<file path="src/core/mcm_pkg.sv">
// Package for the main clock monitor and register write protection block.
// Assumes a 32-bit AHB-Lite slave with word-aligned registers.
package mcm_pkg;
	// Register byte offsets
	localparam logic [7:0] MCM_CTRL_OFS    = 8'h00;
	localparam logic [7:0] MCM_STAT_OFS    = 8'h04;
	localparam logic [7:0] MCM_PROT_OFS    = 8'h08;
	localparam logic [7:0] MCM_IRQ_ST_OFS  = 8'h0C;
	localparam logic [7:0] MCM_IRQ_MSK_OFS = 8'h10;
	localparam logic [7:0] MCM_CLK_REG_OFS = 8'h14;
	localparam logic [7:0] MCM_MODE_REG_OFS= 8'h18;
	localparam logic [7:0] MCM_PORT_REG_OFS= 8'h1C;
	// Control field positions
	localparam int MCM_CTRL_EN_BIT   = 0;
	localparam int MCM_CTRL_ACT_BIT  = 1;
	localparam int MCM_CTRL_RING_BIT = 2;
	localparam int MCM_CTRL_PLL_BIT  = 3;
	localparam int MCM_CTRL_LOW_BIT  = 4;
	// Status field positions
	localparam int MCM_STAT_DET_BIT  = 0;
	localparam int MCM_STAT_HALT_BIT = 1;
	localparam int MCM_STAT_RST_BIT  = 2;
	localparam int MCM_STAT_RING_BIT = 3;
	// Protect field positions
	localparam int MCM_PROT_CLK_BIT  = 0;
	localparam int MCM_PROT_MODE_BIT = 1;
	localparam int MCM_PROT_PORT_BIT = 2;
	// Interrupt status positions
	localparam int MCM_IRQ_STOP_BIT  = 0;
	localparam int MCM_IRQ_REOSC_BIT = 1;
	// Reset values
	localparam logic [4:0]  MCM_CTRL_RST = 5'h00;
	localparam logic [2:0]  MCM_PROT_RST = 3'h0;
	localparam logic [31:0] MCM_GRP_RST  = 32'h0000_0000;
	// Oscillator loss detection time
	localparam int MCM_LOSS_NS   = 2000;
	localparam int MCM_CLK_NS    = 8;
	localparam int MCM_LOSS_CYC  = MCM_LOSS_NS / MCM_CLK_NS;
	// AHB transfer codes
	localparam logic [1:0] MCM_HTRANS_NONSEQ = 2'h2;
	localparam logic [2:0] MCM_HSIZE_WORD    = 3'h2;
	typedef enum logic [1:0] {MCM_RUN, MCM_STOPPED} mcm_osc_type;
endpackage

</file>
<file path="src/core/mcm_osc_sense.sv">
// Main oscillator presence detector.
// Assumes osc_toggle_in is a divided copy of the main oscillator, asynchronous.
`timescale 1ns/1ps
module mcm_osc_sense #(
	parameter int LOSS_CYC = 250
) (
	input  wire logic clk_in,
	input  wire logic srst_in,
	input  wire logic ce_in,
	input  wire logic osc_toggle_in,
	output logic      osc_alive_out
);
	logic        sync1_ff;
	logic        sync2_ff;
	logic        prev_ff;
	logic [15:0] cnt_ff;

	// Two-stage synchroniser and edge history
	always_ff @(posedge clk_in) begin
		if (srst_in) begin
			sync1_ff <= 1'b0;
			sync2_ff <= 1'b0;
			prev_ff  <= 1'b0;
		end else if (ce_in) begin
			sync1_ff <= osc_toggle_in;
			sync2_ff <= sync1_ff;
			prev_ff  <= sync2_ff;
		end
	end

	// Silence counter, restarted by each toggle
	always_ff @(posedge clk_in) begin
		if (srst_in) begin
			cnt_ff        <= 16'h0000;
			osc_alive_out <= 1'b1;
		end else if (ce_in) begin
			if (sync2_ff != prev_ff) begin
				cnt_ff        <= 16'h0000;
				osc_alive_out <= 1'b1;
			end else if (cnt_ff >= 16'(LOSS_CYC - 1)) begin
				osc_alive_out <= 1'b0;
			end else begin
				cnt_ff <= cnt_ff + 16'h0001;
			end
		end
	end
endmodule

</file>
<file path="src/core/mcm_ahb_slave.sv">
// AHB-Lite slave front end: latches the address phase, presents a
// one-cycle write or read strobe in the data phase, zero wait states.
// Assumes single word transfers from one master.
`timescale 1ns/1ps
module mcm_ahb_slave (
	input  wire logic        clk_in,
	input  wire logic        srst_in,
	input  wire logic        ce_in,
	input  wire logic        hsel_in,
	input  wire logic [31:0] haddr_in,
	input  wire logic [1:0]  htrans_in,
	input  wire logic        hwrite_in,
	input  wire logic        hready_in,
	output logic             hreadyout_out,
	output logic             hresp_out,
	output logic             wr_out,
	output logic             rd_out,
	output logic [7:0]       addr_out
);
	import mcm_pkg::*;
	logic       wr_ff;
	logic       rd_ff;
	logic [7:0] addr_ff;

	// Capture a valid address phase
	always_ff @(posedge clk_in) begin
		if (srst_in) begin
			wr_ff   <= 1'b0;
			rd_ff   <= 1'b0;
			addr_ff <= 8'h00;
		end else if (ce_in) begin
			wr_ff <= hsel_in && hready_in && htrans_in[1] && hwrite_in;
			rd_ff <= hsel_in && hready_in && htrans_in[1] && !hwrite_in;
			if (hsel_in && hready_in && htrans_in[1]) begin
				addr_ff <= haddr_in[7:0];
			end
		end
	end

	// Always ready, always OKAY
	assign hreadyout_out = 1'b1;
	assign hresp_out     = 1'b0;
	assign wr_out        = wr_ff & ce_in;
	assign rd_out        = rd_ff & ce_in;
	assign addr_out      = addr_ff;
endmodule

</file>
<file path="src/core/mcm_top.sv">
// Main clock stop/re-oscillation monitor with protected register groups.
// Assumes AHB-Lite master at clk_in, oscillator toggle from the main clock.
//
// Register access over AHB-Lite and the register offsets are this design's own decisions.
`timescale 1ns/1ps
module mcm_top #(
	parameter int LOSS_CYC = mcm_pkg::MCM_LOSS_CYC
) (
	input  wire logic        clk_in,
	input  wire logic        srst_in,
	input  wire logic        ce_in,
	input  wire logic        hsel_in,
	input  wire logic [31:0] haddr_in,
	input  wire logic [1:0]  htrans_in,
	input  wire logic        hwrite_in,
	input  wire logic [2:0]  hsize_in,
	input  wire logic [31:0] hwdata_in,
	input  wire logic        hready_in,
	output logic             hreadyout_out,
	output logic             hresp_out,
	output logic [31:0]      hrdata_out,
	input  wire logic        osc_toggle_in,
	input  wire logic        ext_write_in,
	output logic             osc_reset_out,
	output logic             osc_halt_out,
	output logic             irq_out,
	output logic             ring_osc_on_out,
	output logic             cpu_on_ring_out,
	output logic             periph_on_ring_out,
	output logic [31:0]      clk_grp_out,
	output logic [31:0]      mode_grp_out,
	output logic [31:0]      port_grp_out
);
	import mcm_pkg::*;

	logic        wr;
	logic [7:0]  addr;
	logic        osc_alive;
	logic        ext_wr_s1_ff;
	logic        ext_wr_s2_ff;
	logic        osc_monitor_enable_ff;
	logic        monitor_action_select_ff;
	logic        ring_osc_cpu_select_ff;
	logic        pll_source_ff;
	logic        low_speed_ff;
	logic        clock_event_detected_flag_ff;
	logic        main_clock_halted_flag_ff;
	logic        halt_ff;
	logic        ring_on_ff;
	logic        clock_regs_unlock_ff;
	logic        mode_regs_unlock_ff;
	logic        port_regs_unlock_ff;
	logic [1:0]  irq_stat_ff;
	logic [1:0]  irq_mask_ff;
	logic [31:0] clk_grp_ff;
	logic [31:0] mode_grp_ff;
	logic [31:0] port_grp_ff;
	logic [31:0] hrdata_ff;
	mcm_osc_type osc_state_ff;
	logic        stop_evt;
	logic        reosc_evt;
	logic        evt_allowed;
	logic        irq_stop;
	logic        irq_reosc;
	logic        ext_wr;

	// Bus front end; reads are served from the address phase, so the read
	// strobe of the front end is not needed here
	mcm_ahb_slave u_bus (
		.clk_in        (clk_in),
		.srst_in       (srst_in),
		.ce_in         (ce_in),
		.hsel_in       (hsel_in),
		.haddr_in      (haddr_in),
		.htrans_in     (htrans_in),
		.hwrite_in     (hwrite_in),
		.hready_in     (hready_in),
		.hreadyout_out (hreadyout_out),
		.hresp_out     (hresp_out),
		.wr_out        (wr),
		.rd_out        (),
		.addr_out      (addr)
	);

	mcm_osc_sense #(.LOSS_CYC(LOSS_CYC)) u_sense (
		.clk_in        (clk_in),
		.srst_in       (srst_in),
		.ce_in         (ce_in),
		.osc_toggle_in (osc_toggle_in),
		.osc_alive_out (osc_alive)
	);

	// External write strobe from the rest of the chip, synchronised
	always_ff @(posedge clk_in) begin
		if (srst_in) begin
			ext_wr_s1_ff <= 1'b0;
			ext_wr_s2_ff <= 1'b0;
		end else if (ce_in) begin
			ext_wr_s1_ff <= ext_write_in;
			ext_wr_s2_ff <= ext_wr_s1_ff;
		end
	end
	assign ext_wr = ext_wr_s2_ff & ce_in;

	// Oscillator state tracking. The state follows the sense output one cycle
	// late, so a difference between the two marks a stop or a re-oscillation.
	// It also runs while the monitor is off, so that enabling the monitor
	// never reports an edge that happened long before.
	always_ff @(posedge clk_in) begin
		if (srst_in) begin
			osc_state_ff <= MCM_RUN;
		end else if (ce_in) begin
			case (osc_state_ff)
				MCM_RUN: begin
					if (!osc_alive) begin
						osc_state_ff <= MCM_STOPPED;
					end
				end
				MCM_STOPPED: begin
					if (osc_alive) begin
						osc_state_ff <= MCM_RUN;
					end
				end
				default: osc_state_ff <= MCM_RUN;
			endcase
		end
	end
	// Events only while enabled; the sense output already carries the loss delay
	assign stop_evt  = ce_in && osc_monitor_enable_ff
	                   && (osc_state_ff == MCM_RUN) && !osc_alive;
	assign reosc_evt = ce_in && osc_monitor_enable_ff
	                   && (osc_state_ff == MCM_STOPPED) && osc_alive;
	// Detect bit blocks further monitor interrupts until cleared
	assign evt_allowed = !clock_event_detected_flag_ff;
	assign irq_stop  = stop_evt && monitor_action_select_ff && evt_allowed;
	assign irq_reosc = reosc_evt && monitor_action_select_ff && evt_allowed;

	// Reset action: halt latched until hardware reset only. Re-oscillation
	// with the reset action halts as well, which is why software must never
	// arm that action while the clock is already stopped.
	always_ff @(posedge clk_in) begin
		if (srst_in) begin
			halt_ff <= 1'b0;
		end else if (ce_in) begin
			if ((stop_evt || reosc_evt) && !monitor_action_select_ff) begin
				halt_ff <= 1'b1;
			end
		end
	end
	assign osc_reset_out = halt_ff;
	assign osc_halt_out  = halt_ff;

	// Control register: enable, action, ring select, source and speed flags.
	// A latched halt holds the register at its reset value, so the monitor
	// stays off until srst_in even if software keeps writing.
	always_ff @(posedge clk_in) begin
		if (srst_in || halt_ff) begin
			{low_speed_ff, pll_source_ff, ring_osc_cpu_select_ff,
			 monitor_action_select_ff, osc_monitor_enable_ff} <= MCM_CTRL_RST;
		end else if (ce_in) begin
			if (wr && addr == MCM_CTRL_OFS && clock_regs_unlock_ff) begin
				osc_monitor_enable_ff    <= hwdata_in[MCM_CTRL_EN_BIT];
				monitor_action_select_ff <= hwdata_in[MCM_CTRL_ACT_BIT];
				ring_osc_cpu_select_ff   <= hwdata_in[MCM_CTRL_RING_BIT];
				pll_source_ff            <= hwdata_in[MCM_CTRL_PLL_BIT];
				low_speed_ff             <= hwdata_in[MCM_CTRL_LOW_BIT];
			end
			// Hardware ring select wins over a same-cycle write
			if (irq_stop && !pll_source_ff && !low_speed_ff) begin
				ring_osc_cpu_select_ff <= 1'b1;
			end
		end
	end

	// Detect and halted flags; hardware set wins over software clear
	always_ff @(posedge clk_in) begin
		if (srst_in || halt_ff) begin
			clock_event_detected_flag_ff <= 1'b0;
			main_clock_halted_flag_ff    <= 1'b0;
		end else if (ce_in) begin
			if (wr && addr == MCM_STAT_OFS && clock_regs_unlock_ff
			    && !hwdata_in[MCM_STAT_DET_BIT]) begin
				clock_event_detected_flag_ff <= 1'b0;
			end
			if (irq_stop || irq_reosc) begin
				clock_event_detected_flag_ff <= 1'b1;
			end
			if (irq_stop) begin
				main_clock_halted_flag_ff <= 1'b1;
			end else if (irq_reosc) begin
				main_clock_halted_flag_ff <= 1'b0;
			end
		end
	end

	// Ring oscillator start on a stop interrupt unless pll_source_ff is set; runs until software leaves it
	always_ff @(posedge clk_in) begin
		if (srst_in) begin
			ring_on_ff <= 1'b0;
		end else if (ce_in) begin
			if (irq_stop && !pll_source_ff) begin
				ring_on_ff <= 1'b1;
			end else if (wr && addr == MCM_CTRL_OFS && clock_regs_unlock_ff
			             && !hwdata_in[MCM_CTRL_RING_BIT] && !main_clock_halted_flag_ff) begin
				ring_on_ff <= 1'b0;
			end
		end
	end
	assign ring_osc_on_out    = ring_on_ff;
	assign cpu_on_ring_out    = ring_osc_cpu_select_ff && !low_speed_ff;
	assign periph_on_ring_out = ring_osc_cpu_select_ff || (ring_on_ff && low_speed_ff);

	// Protect register; port unlock self-clears on the next write anywhere.
	// Writes elsewhere in the chip arrive on ext_write_in two cycles late,
	// so the port write must follow the unlock at once to be sure of it.
	always_ff @(posedge clk_in) begin
		if (srst_in) begin
			{port_regs_unlock_ff, mode_regs_unlock_ff, clock_regs_unlock_ff} <=
				MCM_PROT_RST;
		end else if (ce_in) begin
			if (wr && addr == MCM_PROT_OFS) begin
				clock_regs_unlock_ff <= hwdata_in[MCM_PROT_CLK_BIT];
				mode_regs_unlock_ff  <= hwdata_in[MCM_PROT_MODE_BIT];
				port_regs_unlock_ff  <= hwdata_in[MCM_PROT_PORT_BIT];
			end else if (wr || ext_wr) begin
				port_regs_unlock_ff <= 1'b0;
			end
		end
	end

	// Protected register groups
	always_ff @(posedge clk_in) begin
		if (srst_in) begin
			clk_grp_ff  <= MCM_GRP_RST;
			mode_grp_ff <= MCM_GRP_RST;
			port_grp_ff <= MCM_GRP_RST;
		end else if (ce_in && wr) begin
			if (addr == MCM_CLK_REG_OFS && clock_regs_unlock_ff) begin
				clk_grp_ff <= hwdata_in;
			end else if (addr == MCM_MODE_REG_OFS && mode_regs_unlock_ff) begin
				mode_grp_ff <= hwdata_in;
			end else if (addr == MCM_PORT_REG_OFS && port_regs_unlock_ff) begin
				port_grp_ff <= hwdata_in;
			end
		end
	end
	assign clk_grp_out  = clk_grp_ff;
	assign mode_grp_out = mode_grp_ff;
	assign port_grp_out = port_grp_ff;

	// Interrupt status (write one to clear, set wins) and mask.
	// An event in the same cycle as its clear stays pending, so none is lost.
	always_ff @(posedge clk_in) begin
		if (srst_in) begin
			irq_stat_ff <= 2'h0;
			irq_mask_ff <= 2'h0;
		end else if (ce_in) begin
			if (wr && addr == MCM_IRQ_MSK_OFS) begin
				irq_mask_ff <= hwdata_in[1:0];
			end
			irq_stat_ff <= (irq_stat_ff & ~((wr && addr == MCM_IRQ_ST_OFS) ?
			                hwdata_in[1:0] : 2'h0)) | {irq_reosc, irq_stop};
		end
	end
	assign irq_out = |(irq_stat_ff & irq_mask_ff);

	// Read data mux, registered; unmapped reads return zero.
	// The word is chosen in the address phase so that it stands in the
	// data phase with no wait state; it returns to zero the cycle after.
	always_ff @(posedge clk_in) begin
		if (srst_in) begin
			hrdata_ff <= 32'h0000_0000;
		end else if (ce_in) begin
			hrdata_ff <= 32'h0000_0000;
			if (hsel_in && hready_in && htrans_in[1] && !hwrite_in) begin
				if (haddr_in[7:0] == MCM_CTRL_OFS) begin
					hrdata_ff <= {27'h0, low_speed_ff, pll_source_ff, ring_osc_cpu_select_ff,
					              monitor_action_select_ff, osc_monitor_enable_ff};
				end else if (haddr_in[7:0] == MCM_STAT_OFS) begin
					hrdata_ff <= {28'h0, ring_on_ff, halt_ff, main_clock_halted_flag_ff,
					              clock_event_detected_flag_ff};
				end else if (haddr_in[7:0] == MCM_PROT_OFS) begin
					hrdata_ff <= {29'h0, port_regs_unlock_ff, mode_regs_unlock_ff,
					              clock_regs_unlock_ff};
				end else if (haddr_in[7:0] == MCM_IRQ_ST_OFS) begin
					hrdata_ff <= {30'h0, irq_stat_ff};
				end else if (haddr_in[7:0] == MCM_IRQ_MSK_OFS) begin
					hrdata_ff <= {30'h0, irq_mask_ff};
				end else if (haddr_in[7:0] == MCM_CLK_REG_OFS) begin
					hrdata_ff <= clk_grp_ff;
				end else if (haddr_in[7:0] == MCM_MODE_REG_OFS) begin
					hrdata_ff <= mode_grp_ff;
				end else if (haddr_in[7:0] == MCM_PORT_REG_OFS) begin
					hrdata_ff <= port_grp_ff;
				end
			end
		end
	end
	assign hrdata_out = hrdata_ff;
endmodule

</file>
<file path="config.mk">
export PLATFORM = sky130hd
export DESIGN_NAME = mcm_top
export DESIGN_NICKNAME = d
export VERILOG_FILES = /design/src/core/mcm_pkg.sv /design/src/core/mcm_osc_sense.sv /design/src/core/mcm_ahb_slave.sv /design/src/core/mcm_top.sv
export SDC_FILE = /design/constraint.sdc
export NUM_CORES = 1
export LEC_CHECK = 0
export BUFFER_PORTS_ARGS = -buffer_cell sky130_fd_sc_hd__buf_2
export CAP_MARGIN = 40
export CELL_PAD_IN_SITES_DETAIL_PLACEMENT = 1
export CELL_PAD_IN_SITES_GLOBAL_PLACEMENT = 2
export CORE_MARGIN = 3
export CORE_UTILIZATION = 29
export CTS_BUF_LIST = sky130_fd_sc_hd__clkbuf_4 sky130_fd_sc_hd__clkbuf_8 sky130_fd_sc_hd__clkbuf_16
export DETAILED_ROUTE_END_ITERATION = 8
export HOLD_SLACK_MARGIN = 0.1
export PLACE_DENSITY = 0.78
export SLEW_MARGIN = 15
export SYNTH_ARGS = -nofsm -noshare
export SYNTH_HDL_FRONTEND = slang
export SYNTH_SLANG_ARGS = --single-unit
</file>
<file path="constraint.sdc">
create_clock -name clk_in -period 2 [get_ports clk_in]
set_input_delay 0.1 -clock clk_in [delete_from_list [all_inputs] [get_ports clk_in]]
set_output_delay 0.1 -clock clk_in [all_outputs]
set_load 0.1 [all_outputs]
</file>
==> impl_metrics.tcl <==
set metrics [dict create \
    p_clk_share_pct 44.6 \
    whs_path_depth 5 \
    critPathArrivalTime_ns 2.30 \
    drt_iter0_drc 293 \
    wl_um 25900 \
    ff2ff_setup_slack_ns 0.19 \
    n_antenna_cell 0 \
    die_w_um 164 \
    antenna_found_initial 0 \
    whs_ns 0.208 \
    clk_latency_ns 0.43 \
    boundaryPins 213 \
    avgRoutedWirePerCell_um 17.8 \
    path_class "input port to register" \
    cpMostUsedCell "buf_4" \
    vias 6993 \
    fin_worst_skew_ns 0.0131 \
    finalSetupViolations 0 \
    die_area_um2 27000 \
    async_flop_share_pct 0 \
    required_ns 2.38 \
    total_leakage_power_nw 3.87 \
    start_kind "input port" \
    sw_frac_of_total_pct 25.0 \
    finalSetupTns_ns 0 \
    maxCapViolCount 0 \
    nets 1197 \
    drive_above_1_share_pct 23.4 \
    tightest_slew_ns 0.703 \
    port-buffer-count 182 \
    slew_headroom_pct 53.1 \
    via_per_inst 4.81 \
    synth_area_um2 7280 \
    finalCritPeriodShare_pct 96.1 \
    clockBufferDepth 2 \
    path_buf_inv 4 \
    p_int_mw 5.32 \
    finish.utilization_pct 39.2 \
    cts-root-buf "clkbuf_16" \
    final_max_slew_viol_count 0 \
    grt_pass1_vias 7146 \
    coreArea_um2 24500 \
    die_y_um 164 \
    crit_chain "dlygate4sd3_1, buf_2, nor4b_4, buf_4, a32o_1, a21oi_1, a2111oi_0, buf_4, o31a_1" \
    hold_viol_final 0 \
    clock_sinks 176 \
    cp_num_cells 9 \
    clk_pin_slew_ns 0.07 \
    power.net_switching_mw 1.77 \
    crit_slowest_cell "dlygate4sd3_1" \
    dp_slack_ns 0.185 \
    dp.final_hpwl_um 17400 \
    synthFlopType "dfxtp_1" \
    ir_worst_vdd_v 0.000371 \
    grt_overflow_total 0 \
    pwr-share-seq_pct 49.7 \
    fin_ws_ns 0.0771 \
    combPwrFrac_pct 5.7 \
    ant_nets 0 \
    cp_top_family "buffers and inverters" \
    dpl.cell_count 1376 \
    fin_cells 1454 \
    synth_edf_count 0 \
    p_per_area_nw_per_um2 738 \
    layout_min_cycle_time_ns 1.92 \
    cp_max_fo 7 \
    ys_ff_latch 176 \
    status "finished, final reports clean" \
    synth_nets 985 \
    area_growth_pct 31.9 \
    drtPass1Iterations 4 \
    r2r_cells 6 \
    track_usage_pct 19.2 \
    rsz0062_at_grt "no" \
    avgSynthCellArea_um2 8.05 \
    setup.worst_path.end_class "register" \
    netlist_instances 905 \
    hold_path.class "input port to register" \
    synth_warnings 0 \
    route.detailed.drc 0 \
    max_stage_delay_ns 0.54 \
    grt_pass1_wl_um 40600 \
    fmax_mhz 520 \
    cts_buffers 17 \
    h-tree-depth 4 \
    cts_tree "done" \
    num_rows 57 \
    yosysSeqAreaShare_pct 48.4 \
    start_util_pct 29.7 \
    grt_max_degree 57 \
    synthDistinctLibCells 55 \
    gp_congestion 0.806 \
]
[synthesized netlist by cell type (2+ instances only)]
master    instances  area share (%)
nor2b_1           4            0.34
and2_1            7            0.60
nor3_1            7            0.48
o21ai_1          10            0.69
xor2_1            2            0.24
nand3_1           9            0.62
a31oi_1           2            0.17
conb_1            2            0.10
a21o_1            3            0.31
buf_4            10             1.0
dfxtp_1         176              48
mux2i_1          46             6.3
clkbuf_1         32             1.6
a32o_1            2            0.27
a32oi_1           3            0.36
or4_4             2            0.31
or2_2             3            0.26
o21ai_0          32             2.2
buf_2            16             1.1
and4_1            3            0.36
buf_6             3            0.46
nand4_1           7            0.60
a22oi_1           2            0.21
or3_1            10            0.86
buf_1             2            0.10
a21oi_1         155              11
ha_1              3            0.52
nand2b_1          2            0.17
nor2_1           60             3.1
nand2_1         253              13
inv_1            10            0.52
and3_1            4            0.34
[placed cells by master, fill, tap and decap left out, types with 8 or more instances in the layout]
cell,count
a21oi_1,155
buf_2,181
buf_4,24
clkbuf_16,17
dfxtp_1,176
dlygate4sd3_1,45
inv_1,10
mux2i_1,46
nand2_1,253
nand3_1,8
nor2_1,59
o21ai_0,32
o21ai_1,10
or3_1,10
[repair_timing]
| action | 4_1_cts | 5_1_grt |
|---|---|---|
| hold buffers | 45 | 0 |
| hold endpoints to repair | 124 | 0 |
| setup buffers | 0 | 1 |
| gates resized for setup | 0 | 3 |
| endpoints found under the setup margin | 0 | 58 |
[sequential cells by signal, summed over array words and instances (netlist names), 2 cells and up]
signal	count
irq_mask_ff	2
hrdata_out	32
u_bus.addr_out	8
port_grp_out	32
u_sense.cnt_ff	16
mode_grp_out	32
irq_stat_ff	2
clk_grp_out	32
[worst min-delay path, cell delays in order]
cell	delay (ns)
buf_2	0.10
nand4_1	0.13
nor3_2	0.11
o21ai_0	0.09
o21ai_1	0.07
[per-layer routing]
layer  global-route usage (%)  wire length, um  share of wire, %
met1                     23.9            11700                45
met2                     32.6            12400                48
met3                     4.99             1390               5.3
met4                     6.06              461               1.8
met5                        0                0                 0
[per-stage QoR]
stage	area, um2	power, mW
after floorplan	7280	3.79
after global placement	8580	3.94
after detailed placement	8580	3.94
after CTS	9570	7.19
after global routing	9610	7.37
final	9610	7.09
[kinds of logic (layout without fill, tap and decap cells)]
group                    count (synthesis)  after routing  synth area share [%]
AO/OA/AOI/OAI                          222            222                  16.6
AND/OR/NAND/NOR                        379            379                  22.5
XOR/XNOR                                 3              3                 0.361
adder cells (fa/ha/maj)                  3              3                 0.516
buffers and inverters                   73            298                  4.86
multiplexers                            47             47                  6.63
other                                    2              2                 0.103
flip-flops                             176            176                  48.4
[power by group through the flow]
stage          Combinational, mW  Sequential [mW]  Clock (mW)
2_1_floorplan              0.181             3.60           0
3_3_place_gp               0.332             3.61           0
3_5_place_dp               0.333             3.61           0
4_1_cts                    0.403             3.53        3.26
5_1_grt                    0.442             3.53        3.40
6_report                   0.402             3.53        3.16
[path summary, 6_finish.rpt]
path,from,end
setup / recovery,haddr_in[5],hrdata_out[1]
hold / removal,htrans_in[1],hrdata_out[0]
setup reg to reg,port_grp_out[1],hrdata_out[1]
hold reg to reg,hrdata_out[29],hrdata_out[29]
[final cells by class]
class,count,area (um2)
flip-flops and latches,176,3520
inverters,10,37.5
multi-input cells,656,3440
repair buffers,256,1660
fillers,2998,14900
well taps,324,405
clock buffers,19,440
clock inverters,13,101
Note: power is estimated with default switching activity, not from simulation.
